[config.mk]
export PLATFORM = sky130hd
export DESIGN_NAME = ebar_ctrl
export DESIGN_NICKNAME = d
export VERILOG_FILES = /design/src/core/ebar_pkg.sv /design/src/core/ebar_hold_sampler.sv /design/src/core/ebar_ctrl.sv
export SDC_FILE = /design/constraint.sdc
export NUM_CORES = 1
export LEC_CHECK = 0
export BUFFER_PORTS_ARGS = -buffer_cell sky130_fd_sc_hd__buf_2
export CAP_MARGIN = 10
export CORE_ASPECT_RATIO = 0.6
export CORE_MARGIN = 10
export CORE_UTILIZATION = 54
export DETAILED_ROUTE_END_ITERATION = 16
export PLACE_DENSITY = 0.86
export SYNTH_ARGS = -nofsm -noshare
export SYNTH_HDL_FRONTEND = slang
export SYNTH_SLANG_ARGS = --single-unit
[constraint.sdc]
create_clock -name ref_clk -period 2.8 [get_ports ref_clk]
set_input_delay 0.56 -clock ref_clk [delete_from_list [all_inputs] [get_ports ref_clk]]
set_output_delay 0.56 -clock ref_clk [all_outputs]
set_load 0.02 [all_outputs]
[src/core/ebar_pkg.sv]
// Package of constants and types for the external bus arbitration and ready block
package ebar_pkg;

  // ----------------------------------------
  // Widths
  // ----------------------------------------
  localparam int unsigned EBAR_ADDR_W   = 16;
  localparam int unsigned EBAR_DATA_W   = 16;
  localparam int unsigned EBAR_CS_W     = 4;
  localparam int unsigned EBAR_MCW_W    = 4;
  localparam int unsigned EBAR_RWD_W    = 1;

  // ----------------------------------------
  // Reset values and counts
  // ----------------------------------------
  localparam logic [EBAR_CS_W-1:0]  EBAR_CS_IDLE    = 4'hF;
  localparam logic [EBAR_MCW_W-1:0] EBAR_MCW_ZERO   = 4'h0;
  localparam logic [1:0]            EBAR_GAP_MUX    = 2'h1;
  localparam logic [1:0]            EBAR_GAP_TRI    = 2'h1;

  // ----------------------------------------
  // Sequencer states
  // ----------------------------------------
  typedef enum logic [3:0] {
    EBAR_IDLE    = 4'b0000,
    EBAR_ADDR    = 4'b0001,
    EBAR_DELAY   = 4'b0010,
    EBAR_MCWAIT  = 4'b0011,
    EBAR_SAMPLE  = 4'b0100,
    EBAR_GAP     = 4'b0101,
    EBAR_RELEASE = 4'b0110,
    EBAR_HELD    = 4'b0111,
    EBAR_REGAIN  = 4'b1000
  } ebar_state_type;

endpackage

[src/core/ebar_hold_sampler.sv]
// Sampler for the hold request and ready inputs
`timescale 1ns/1ns

module ebar_hold_sampler
  import ebar_pkg::*;
(
  // Clock and reset
  input  wire logic ref_clk,
  input  wire logic rst_n,
  // Raw pins, taken as synchronous
  input  wire logic hold_n_in,
  input  wire logic ready_n_in,
  // Sampled levels
  output logic      hold_req,
  output logic      ready_low
);

  typedef struct packed {
    logic hold_req;
    logic ready_low;
  } ebar_samp_type;

  ebar_samp_type s_r;
  ebar_samp_type s_nxt;

  always_comb begin
    s_nxt           = s_r;
    s_nxt.hold_req  = ~hold_n_in;
    s_nxt.ready_low = ~ready_n_in;
  end

  always_ff @(posedge ref_clk or negedge rst_n) begin
    if (!rst_n) begin
      s_r <= '0;
    end else begin
      s_r <= s_nxt;
    end
  end

  assign hold_req  = s_r.hold_req;
  assign ready_low = s_r.ready_low;

endmodule

[src/core/ebar_ctrl.sv]
// External bus cycle sequencer with ready wait states and hold arbitration
`timescale 1ns/1ns

// What this block does
// - Cycle runs its programmed length with memory wait states before ready is sampled.
// - Strobe leading edge follows the programmed strobe delay setting.
// - Ready sampled high adds one wait state and samples again.
// - Ready sampled low ends the running bus cycle.
// - Multiplexed modes add one mux wait state after each cycle.
// - Enabled tristate wait adds one more wait state after the cycle.
// - Multiplexed bus with tristate wait gives a two clock gap.
// - Demultiplexed bus without tristate wait starts next cycle at once.
// - Hold request waits until the running cycle has finished.
// - Bus request never asserts before the bus is released and acknowledged.
// - Released bus leaves chip selects undriven, pulled high.
// - Regain starts only when hold returns high.
// - Regain sequence runs on hold removal, whether bus request was raised or not.
// - Next driven cycle may start as soon as regain ends.

module ebar_ctrl
  import ebar_pkg::*;
#(
  parameter int unsigned ADDR_W = EBAR_ADDR_W,
  parameter int unsigned DATA_W = EBAR_DATA_W,
  parameter int unsigned CS_W   = EBAR_CS_W
)
(
  // Clock and reset
  input  wire logic              ref_clk,
  input  wire logic              rst_n,
  // Configuration
  input  wire logic [3:0]        memory_cycle_wait_count,
  input  wire logic              rw_delay_enable,
  input  wire logic              mux_mode,
  input  wire logic              tristate_wait_enable,
  // Core access port
  input  wire logic              acc_req,
  input  wire logic              acc_write,
  input  wire logic [ADDR_W-1:0] acc_addr,
  input  wire logic [DATA_W-1:0] acc_wdata,
  input  wire logic [CS_W-1:0]   acc_cs_sel,
  output logic                   acc_done,
  output logic [DATA_W-1:0]      acc_rdata,
  // Ready and hold pins
  input  wire logic              ready_n,
  input  wire logic              hold_n,
  output logic                   hold_acknowledge_out,
  output logic                   bus_request_out,
  // Bus pins
  output logic [CS_W-1:0]        chip_select_out,
  output logic                   chip_select_oe,
  output logic [ADDR_W-1:0]      addr_out,
  output logic                   addr_oe,
  input  wire logic [DATA_W-1:0] data_in,
  output logic [DATA_W-1:0]      data_out,
  output logic                   data_oe,
  output logic                   rd_n_out,
  output logic                   wr_n_out,
  output logic                   ctrl_oe
);

  // ----------------------------------------
  // Sampled inputs
  // ----------------------------------------
  logic hold_req;
  logic ready_low;

  ebar_hold_sampler u_samp (
    .ref_clk    (ref_clk),
    .rst_n      (rst_n),
    .hold_n_in  (hold_n),
    .ready_n_in (ready_n),
    .hold_req   (hold_req),
    .ready_low  (ready_low)
  );

  // ----------------------------------------
  // State
  // ----------------------------------------
  typedef struct packed {
    ebar_state_type     st;
    logic [3:0]         wcnt;
    logic [1:0]         gap;
    logic               wr;
    logic [ADDR_W-1:0]  addr;
    logic [DATA_W-1:0]  wdata;
    logic [CS_W-1:0]    cs;
    logic               done;
    logic [DATA_W-1:0]  rdata;
    logic               hold_acknowledge_out_n;
    logic               bus_request_out_n;
    logic               cs_oe;
    logic               bus_oe;
    logic               data_oe;
    logic               rd_n;
    logic               wr_n;
  } ebar_ctl_type;

  ebar_ctl_type c_r;
  ebar_ctl_type c_nxt;

  always_comb begin
    c_nxt      = c_r;
    c_nxt.done = 1'b0;
    case (c_r.st)
      EBAR_IDLE: begin
        if (hold_req) begin
          // Only idle bus is granted, so a running cycle always finishes
          c_nxt.st     = EBAR_RELEASE;
          c_nxt.cs_oe  = 1'b0;
          c_nxt.bus_oe = 1'b0;
          c_nxt.data_oe = 1'b0;
        end else if (acc_req) begin
          c_nxt.st    = EBAR_ADDR;
          c_nxt.wr    = acc_write;
          c_nxt.addr  = acc_addr;
          c_nxt.wdata = acc_wdata;
          c_nxt.cs    = ~acc_cs_sel;
        end
      end
      EBAR_ADDR: begin
        c_nxt.wcnt = memory_cycle_wait_count;
        if (rw_delay_enable) begin
          // Strobe leading edge held back one clock
          c_nxt.st = EBAR_DELAY;
        end else begin
          c_nxt.st      = EBAR_MCWAIT;
          c_nxt.rd_n    = c_r.wr;
          c_nxt.wr_n    = ~c_r.wr;
          c_nxt.data_oe = c_r.wr;
        end
      end
      EBAR_DELAY: begin
        c_nxt.st      = EBAR_MCWAIT;
        c_nxt.rd_n    = c_r.wr;
        c_nxt.wr_n    = ~c_r.wr;
        c_nxt.data_oe = c_r.wr;
      end
      EBAR_MCWAIT: begin
        // Programmed length first, ready looked at only afterwards
        if (c_r.wcnt == EBAR_MCW_ZERO) begin
          c_nxt.st = EBAR_SAMPLE;
        end else begin
          c_nxt.wcnt = c_r.wcnt - 4'h1;
        end
      end
      EBAR_SAMPLE: begin
        if (ready_low) begin
          // Cycle ends, strobe rises so the peripheral may drop ready
          c_nxt.rd_n    = 1'b1;
          c_nxt.wr_n    = 1'b1;
          c_nxt.done    = 1'b1;
          c_nxt.data_oe = 1'b0;
          if (!c_r.wr) begin
            c_nxt.rdata = data_in;
          end
          c_nxt.cs  = EBAR_CS_IDLE;
          c_nxt.gap = (mux_mode ? EBAR_GAP_MUX : 2'h0)
                    + (tristate_wait_enable ? EBAR_GAP_TRI : 2'h0);
          // No gap, no delay before next cycle
          c_nxt.st  = (mux_mode || tristate_wait_enable) ? EBAR_GAP : EBAR_IDLE;
        end
        // Ready high: stay one more wait state and sample again
      end
      EBAR_GAP: begin
        if (c_r.gap == 2'h1) begin
          c_nxt.st = EBAR_IDLE;
        end
        c_nxt.gap = c_r.gap - 2'h1;
      end
      EBAR_RELEASE: begin
        // Acknowledge only once all drivers are off
        c_nxt.hold_acknowledge_out_n = 1'b0;
        c_nxt.st     = EBAR_HELD;
      end
      EBAR_HELD: begin
        // Bus request only after release and acknowledge
        c_nxt.bus_request_out_n = ~acc_req;
        if (!hold_req) begin
          // Regain runs on hold release, requested or not
          c_nxt.hold_acknowledge_out_n = 1'b1;
          c_nxt.bus_request_out_n = 1'b1;
          c_nxt.st     = EBAR_REGAIN;
        end
      end
      EBAR_REGAIN: begin
        // Drivers back on one clock after acknowledge drops
        c_nxt.cs_oe  = 1'b1;
        c_nxt.bus_oe = 1'b1;
        c_nxt.st     = EBAR_IDLE;
      end
      default: begin
        c_nxt.st = EBAR_IDLE;
      end
    endcase
  end

  always_ff @(posedge ref_clk or negedge rst_n) begin
    if (!rst_n) begin
      c_r        <= '0;
      c_r.st     <= EBAR_IDLE;
      c_r.cs     <= EBAR_CS_IDLE;
      c_r.hold_acknowledge_out_n <= 1'b1;
      c_r.bus_request_out_n <= 1'b1;
      c_r.cs_oe  <= 1'b1;
      c_r.bus_oe <= 1'b1;
      c_r.rd_n   <= 1'b1;
      c_r.wr_n   <= 1'b1;
    end else begin
      c_r <= c_nxt;
    end
  end

  // ----------------------------------------
  // Outputs, all straight from the state register
  // ----------------------------------------
  assign acc_done             = c_r.done;
  assign acc_rdata            = c_r.rdata;
  assign hold_acknowledge_out = c_r.hold_acknowledge_out_n;
  assign bus_request_out      = c_r.bus_request_out_n;
  assign chip_select_out      = c_r.cs;
  assign chip_select_oe       = c_r.cs_oe;
  assign addr_out             = c_r.addr;
  assign addr_oe              = c_r.bus_oe;
  assign data_out             = c_r.wdata;
  assign data_oe              = c_r.data_oe;
  assign rd_n_out             = c_r.rd_n;
  assign wr_n_out             = c_r.wr_n;
  assign ctrl_oe              = c_r.bus_oe;

endmodule

* Word-level counts from Yosys, hierarchy flattened
Cells that the tools add are included.
Word-level totals: word-level logic and storage cells 95, input bits 65, register bits after elaboration 73
Operators by class: bitwise gates (word level) 6, eq/ne operators 19, reductions and logical operators 20, add/sub/neg operators 3, muxes and demuxes 29
Operator list (number):
- $mux W4 | 9
- $pmux W4 S8 | 1
- $mux W21 | 1
- $mux W17 | 1
- $eq A4 B3 Y1 const B | 4
- $mux W16 | 1
- $pmux W4 S2 | 2
- $ne A2 B2 Y1 const B | 7
- $mux W3 | 4
- $reduce_bool A2 Y1 | 5
- $reduce_and A3 Y1 | 3
- $eq A4 B2 Y1 const B | 2
- $logic_not A4 Y1 | 2
- $pmux W2 S2 | 2
- $reduce_and A2 Y1 | 4
- $reduce_and A4 Y1 | 2
- $pmux W2 S3 | 1
- $not A1 Y1 | 5
- $reduce_and A5 Y1 | 1
- $eq A4 B1 Y1 const B | 1
- $eq A4 B4 Y1 const B | 1
- $mux W2 | 2
- $ne A2 B1 Y1 const B | 2
- $not A4 Y4 | 1
- 11 further kinds | 13

* Depth between registers and ports, before layout
depth in word-level cells 4, depth in mapped cells 7, depth with buffers taken out 6

* By module
Synthesis repeated with hierarchy kept, for this count alone.
Unflattened totals: cells, all modules 290, area, all modules 3550.9 µm²
Modules (own cells, without submodules):
- ebar_ctrl | seq. area each 1762.9 µm², area each 3493.4 µm², cells an instance 286, instances 1
- ebar_hold_sampler | seq. area each 50.0 µm², area each 57.6 µm², cells an instance 4, instances 1

* Worst setup path after synthesis
No wires, ideal clock.
kind flip-flop to flip-flop, start register c_r[63] (netlist name), end register c_r[64] (netlist name), slack 1.001 ns, clock period less this slack 1.799 ns, arrival 1.674 ns, stages on the path, launching flop included 6, required time 2.675 ns, buffers on the path 0, cell sequence dfrtp_1 > inv_1 > ha_1 > or3b_2 > o211ai_2 > mux2_2
Between the ends: word-level cells in the longest chain between the ends 3, elaborated cells on any way between the ends 6
Ends and longest elaborated chain:
- start, declared | line ebar_ctrl.sv:99 | ebar_ctl_type c_r;
- start signal, assigned | line ebar_ctrl.sv:210 | c_r <= c_nxt;
- $sub A4 B1 Y4 or $logic_not A4 Y1 (tied branches) | line ebar_ctrl.sv:144, ebar_ctrl.sv:141
- $mux W4 or $ne A2 B2 Y1 (tied branches)
- $pmux W4 S2 or $reduce_and A2 Y1 (tied branches)
Several ways; a longest one is shown, not always the timed one. The select of a mux whose other input is x is not followed. A chain may end at the register's enable or synchronous reset.

* Worst setup path after layout
start register c_r[68] (netlist name), end register c_r, in the netlist chip_select_out[2]
Between the ends: word-level cells in the longest chain between the ends 3, elaborated cells on any way between the ends 8
Ends and longest elaborated chain:
- $eq A4 B3 Y1 or $logic_not A4 Y1 (tied branches) | line ebar_ctrl.sv:105 | case (c_r.st)
- $ne A2 B1 Y1 (no source line), or another cell as far along
- $reduce_and A4 Y1 (no source line)
Several ways; a longest one is shown, not always the timed one.

==> results.json <==
{
  "wirelength_um": 8490,
  "core_area_sq_um": 6280,
  "stdcell_area_sq_um": 4090,
  "synth_warnings": 0,
  "path_buf_inv": 0,
  "cp_slowest_cell": "dfrtp_1",
  "crit_cells": 4,
  "relSlewSlack_pct": 41.2,
  "slew_viol_final": 0,
  "cts-root-buf": "clkbuf_8",
  "critPathKind": "flip-flop to flip-flop",
  "timing.setup.tns_ns": 0,
  "ir_worst_vdd_v": 0.000505,
  "finalSetupViolCount": 0,
  "p_leak_nw": 2.23,
  "drc": 0,
  "grt_pass1_vias": 2838,
  "synth_edf_count": 0,
  "rows": 22,
  "async_flop_share_pct": 100,
  "crit_family": "simple AND/OR/NAND/NOR gates",
  "initial_core_util_pct": 57.2,
  "fill_cells": 510,
  "h-tree-depth": 3,
  "r2r_end": "chip_select_out[2]",
  "hold_viol": 0,
  "tightest_slew_ns": 0.882,
  "final_cells": 524,
  "status": "finished, final reports clean",
  "hold_ws_ns": 0.345,
  "ys_ff_latch": 72,
  "min_period_over_period_pct": 72.9,
  "r2r_start": "c_r[68]",
  "vias": 2622,
  "critPathLaunch": "c_r[68]",
  "clock.fmax_mhz": 490,
  "ys_seq_area_share_pct": 50.5,
  "total_power_mw": 4.77,
  "clk_latency_ns": 0.33,
  "syn_to_final_growth_pct": 13.9,
  "drtIter0Drc": 127,
  "grt_pass1_wl_um": 14200,
  "reg2reg_depth": 4,
  "vias_per_cell": 5.00,
  "cts_made_buffers": 9,
  "hpwl_um": 6350,
  "path_cells": "nor2_2, nand4b_1, nand2_1, a2bb2oi_1",
  "powerDensity_nw_per_um2": 1170,
  "worst_slack_ns": 0.758,
  "fin_skew_ns": 0.00866,
  "dpl_cell_area_sq_um": 3880,
  "synthFlopType": "dfrtp_1",
  "rsz0062_at_grt": "false",
  "tritoncts": "done",
  "fp.dieH_um": 83.2,
  "cts_resized": 0,
  "final_common_cell": "buf_2",
  "max_stage_delay_ns": 0.54,
  "drive_gt1_share_pct": 40.9,
  "fin_util_pct": 65.2,
  "r2r_slack_ns": 0.76,
  "fin_nets": 504,
  "arrival_ns": 2.30,
  "antenna_found_initial": 0,
  "end_kind": "flip-flop",
  "hold_path.class": "primary input to asynchronous set/reset pin",
  "drtAntennaViolNets": 0,
  "postCtsSetupBuffers": 0,
  "cts_max_path_buffers": 2,
  "boundaryPins": 126,
  "clkSinkCount": 72,
  "grt_overflow": 0,
  "cp.required_ns": 3.06,
  "maxCapViolations": 0,
  "synth_cell_type_count": 50,
  "netlist_area_sq_um": 3590,
  "holdBufCountCts": 0,
  "dp_slack_ns": 0.813,
  "gp_congestion": 0.848,
  "clkTransAtPathRegs_ns": 0.08,
  "syn_inst": 364,
  "final_cell_mix": "124 x buf_2, 108 x nand2_1, 63 x dfrtp_1",
  "fin_crit_ns": 2.04,
  "drtPass1Iterations": 4,
  "wl_per_cell_um": 16.2,
  "dpl.cell_count": 508,
  "grt_max_degree": 73,
  "portBuffers": 125,
  "syn_nets": 433,
  "postSynthAreaPerCell_sq_um": 9.86,
  "dieArea_sq_um": 10400,
  "crit_path_start_kind": "flip-flop",
  "dieWidth_um": 125,
  "n_antenna_cell": 0,
  "track_usage_pct": 16.3,
  "worst-path-max-fanout": 14,
  "crit_path_end": "chip_select_out[2]"
}
## synthesized netlist by cell type (4+ instances only)
master	n	area [sq um]
ha_1	4	50.1
inv_1	10	37.5
nand3_1	4	20.0
dfstp_2	9	236
buf_2	7	35.0
mux2_2	8	90.1
a2bb2oi_1	5	43.8
mux2_4	10	150
nor2_1	11	41.3
dfrtp_1	63	1580
clkbuf_1	6	22.5
buf_4	54	405
nand2_1	108	405
a21oi_1	8	40.0
o21ai_0	9	45.0
## flip-flops by register name, summed over array words and instances (netlist names), 4 cells and up
name / cells
acc_rdata: 16
addr_out: 16
c_r: 11
chip_select_out: 4
data_out: 16
## kinds of logic (layout without fill, tap and decap cells)
| group | count (synthesis) | after routing | share of synthesized area [%] |
|---|---|---|---|
| flip-flops | 72 | 72 | 50.5 |
| multiplexers | 21 | 21 | 7.53 |
| XOR/XNOR | 2 | 2 | 0.488 |
| buffers and inverters | 81 | 157 | 14.8 |
| AND/OR/NAND/NOR | 146 | 146 | 18.1 |
| adder cells (fa/ha/maj) | 4 | 4 | 1.39 |
| AO/OA/AOI/OAI | 38 | 38 | 7.22 |
## layout make-up
type                    count  area (sq um)  area share [%]
repair buffers            130           678            16.6
flip-flops and latches     72          1810            44.3
well taps                  84           105            2.57
inverters                  11          41.3            1.01
multi-input cells         211          1250            30.5
clock inverters             6          67.6            1.65
clock buffers              10           138            3.37
## worst reg2reg max path, stage by stage, from the launching register on
cell and delay [ns]:
dfrtp_1 0.54, nor2_2 0.33, nand4b_1 0.53, nand2_1 0.37, a2bb2oi_1 0.20
## where the power goes
| part | internal [mW] | switching [mW] |
|---|---|---|
| Clock | 0.439 | 0.389 |
| Combinational | 0.854 | 1.25 |
| Sequential | 1.52 | 0.323 |
## metal layers
metal	global-route usage (%)	vias to the layer above	part of all wire, %
met5	0	-	0
met4	4.04	0	0.57
met3	8.06	6	10
met2	24.6	112	44
met1	20.3	1233	45
li1	-	1271	-
## worst min path at each step
stage | startpoint | to | slack [ns] | depth (start not counted)
6_report | rst_n | c_r[66] | 0.35 | 1
5_1_grt | acc_cs_sel[1] | chip_select_out[1] | 0.33 | 2
4_1_cts | acc_cs_sel[3] | chip_select_out[3] | 0.33 | 2
3_5_place_dp | data_out[4] | data_out[4] | 0.46 | 2
3_3_place_gp | data_out[6] | data_out[6] | 0.45 | 2
2_1_floorplan | rst_n | acc_done | 0.26 | 0
No activity file was read; power rests on OpenSTA's default activity.
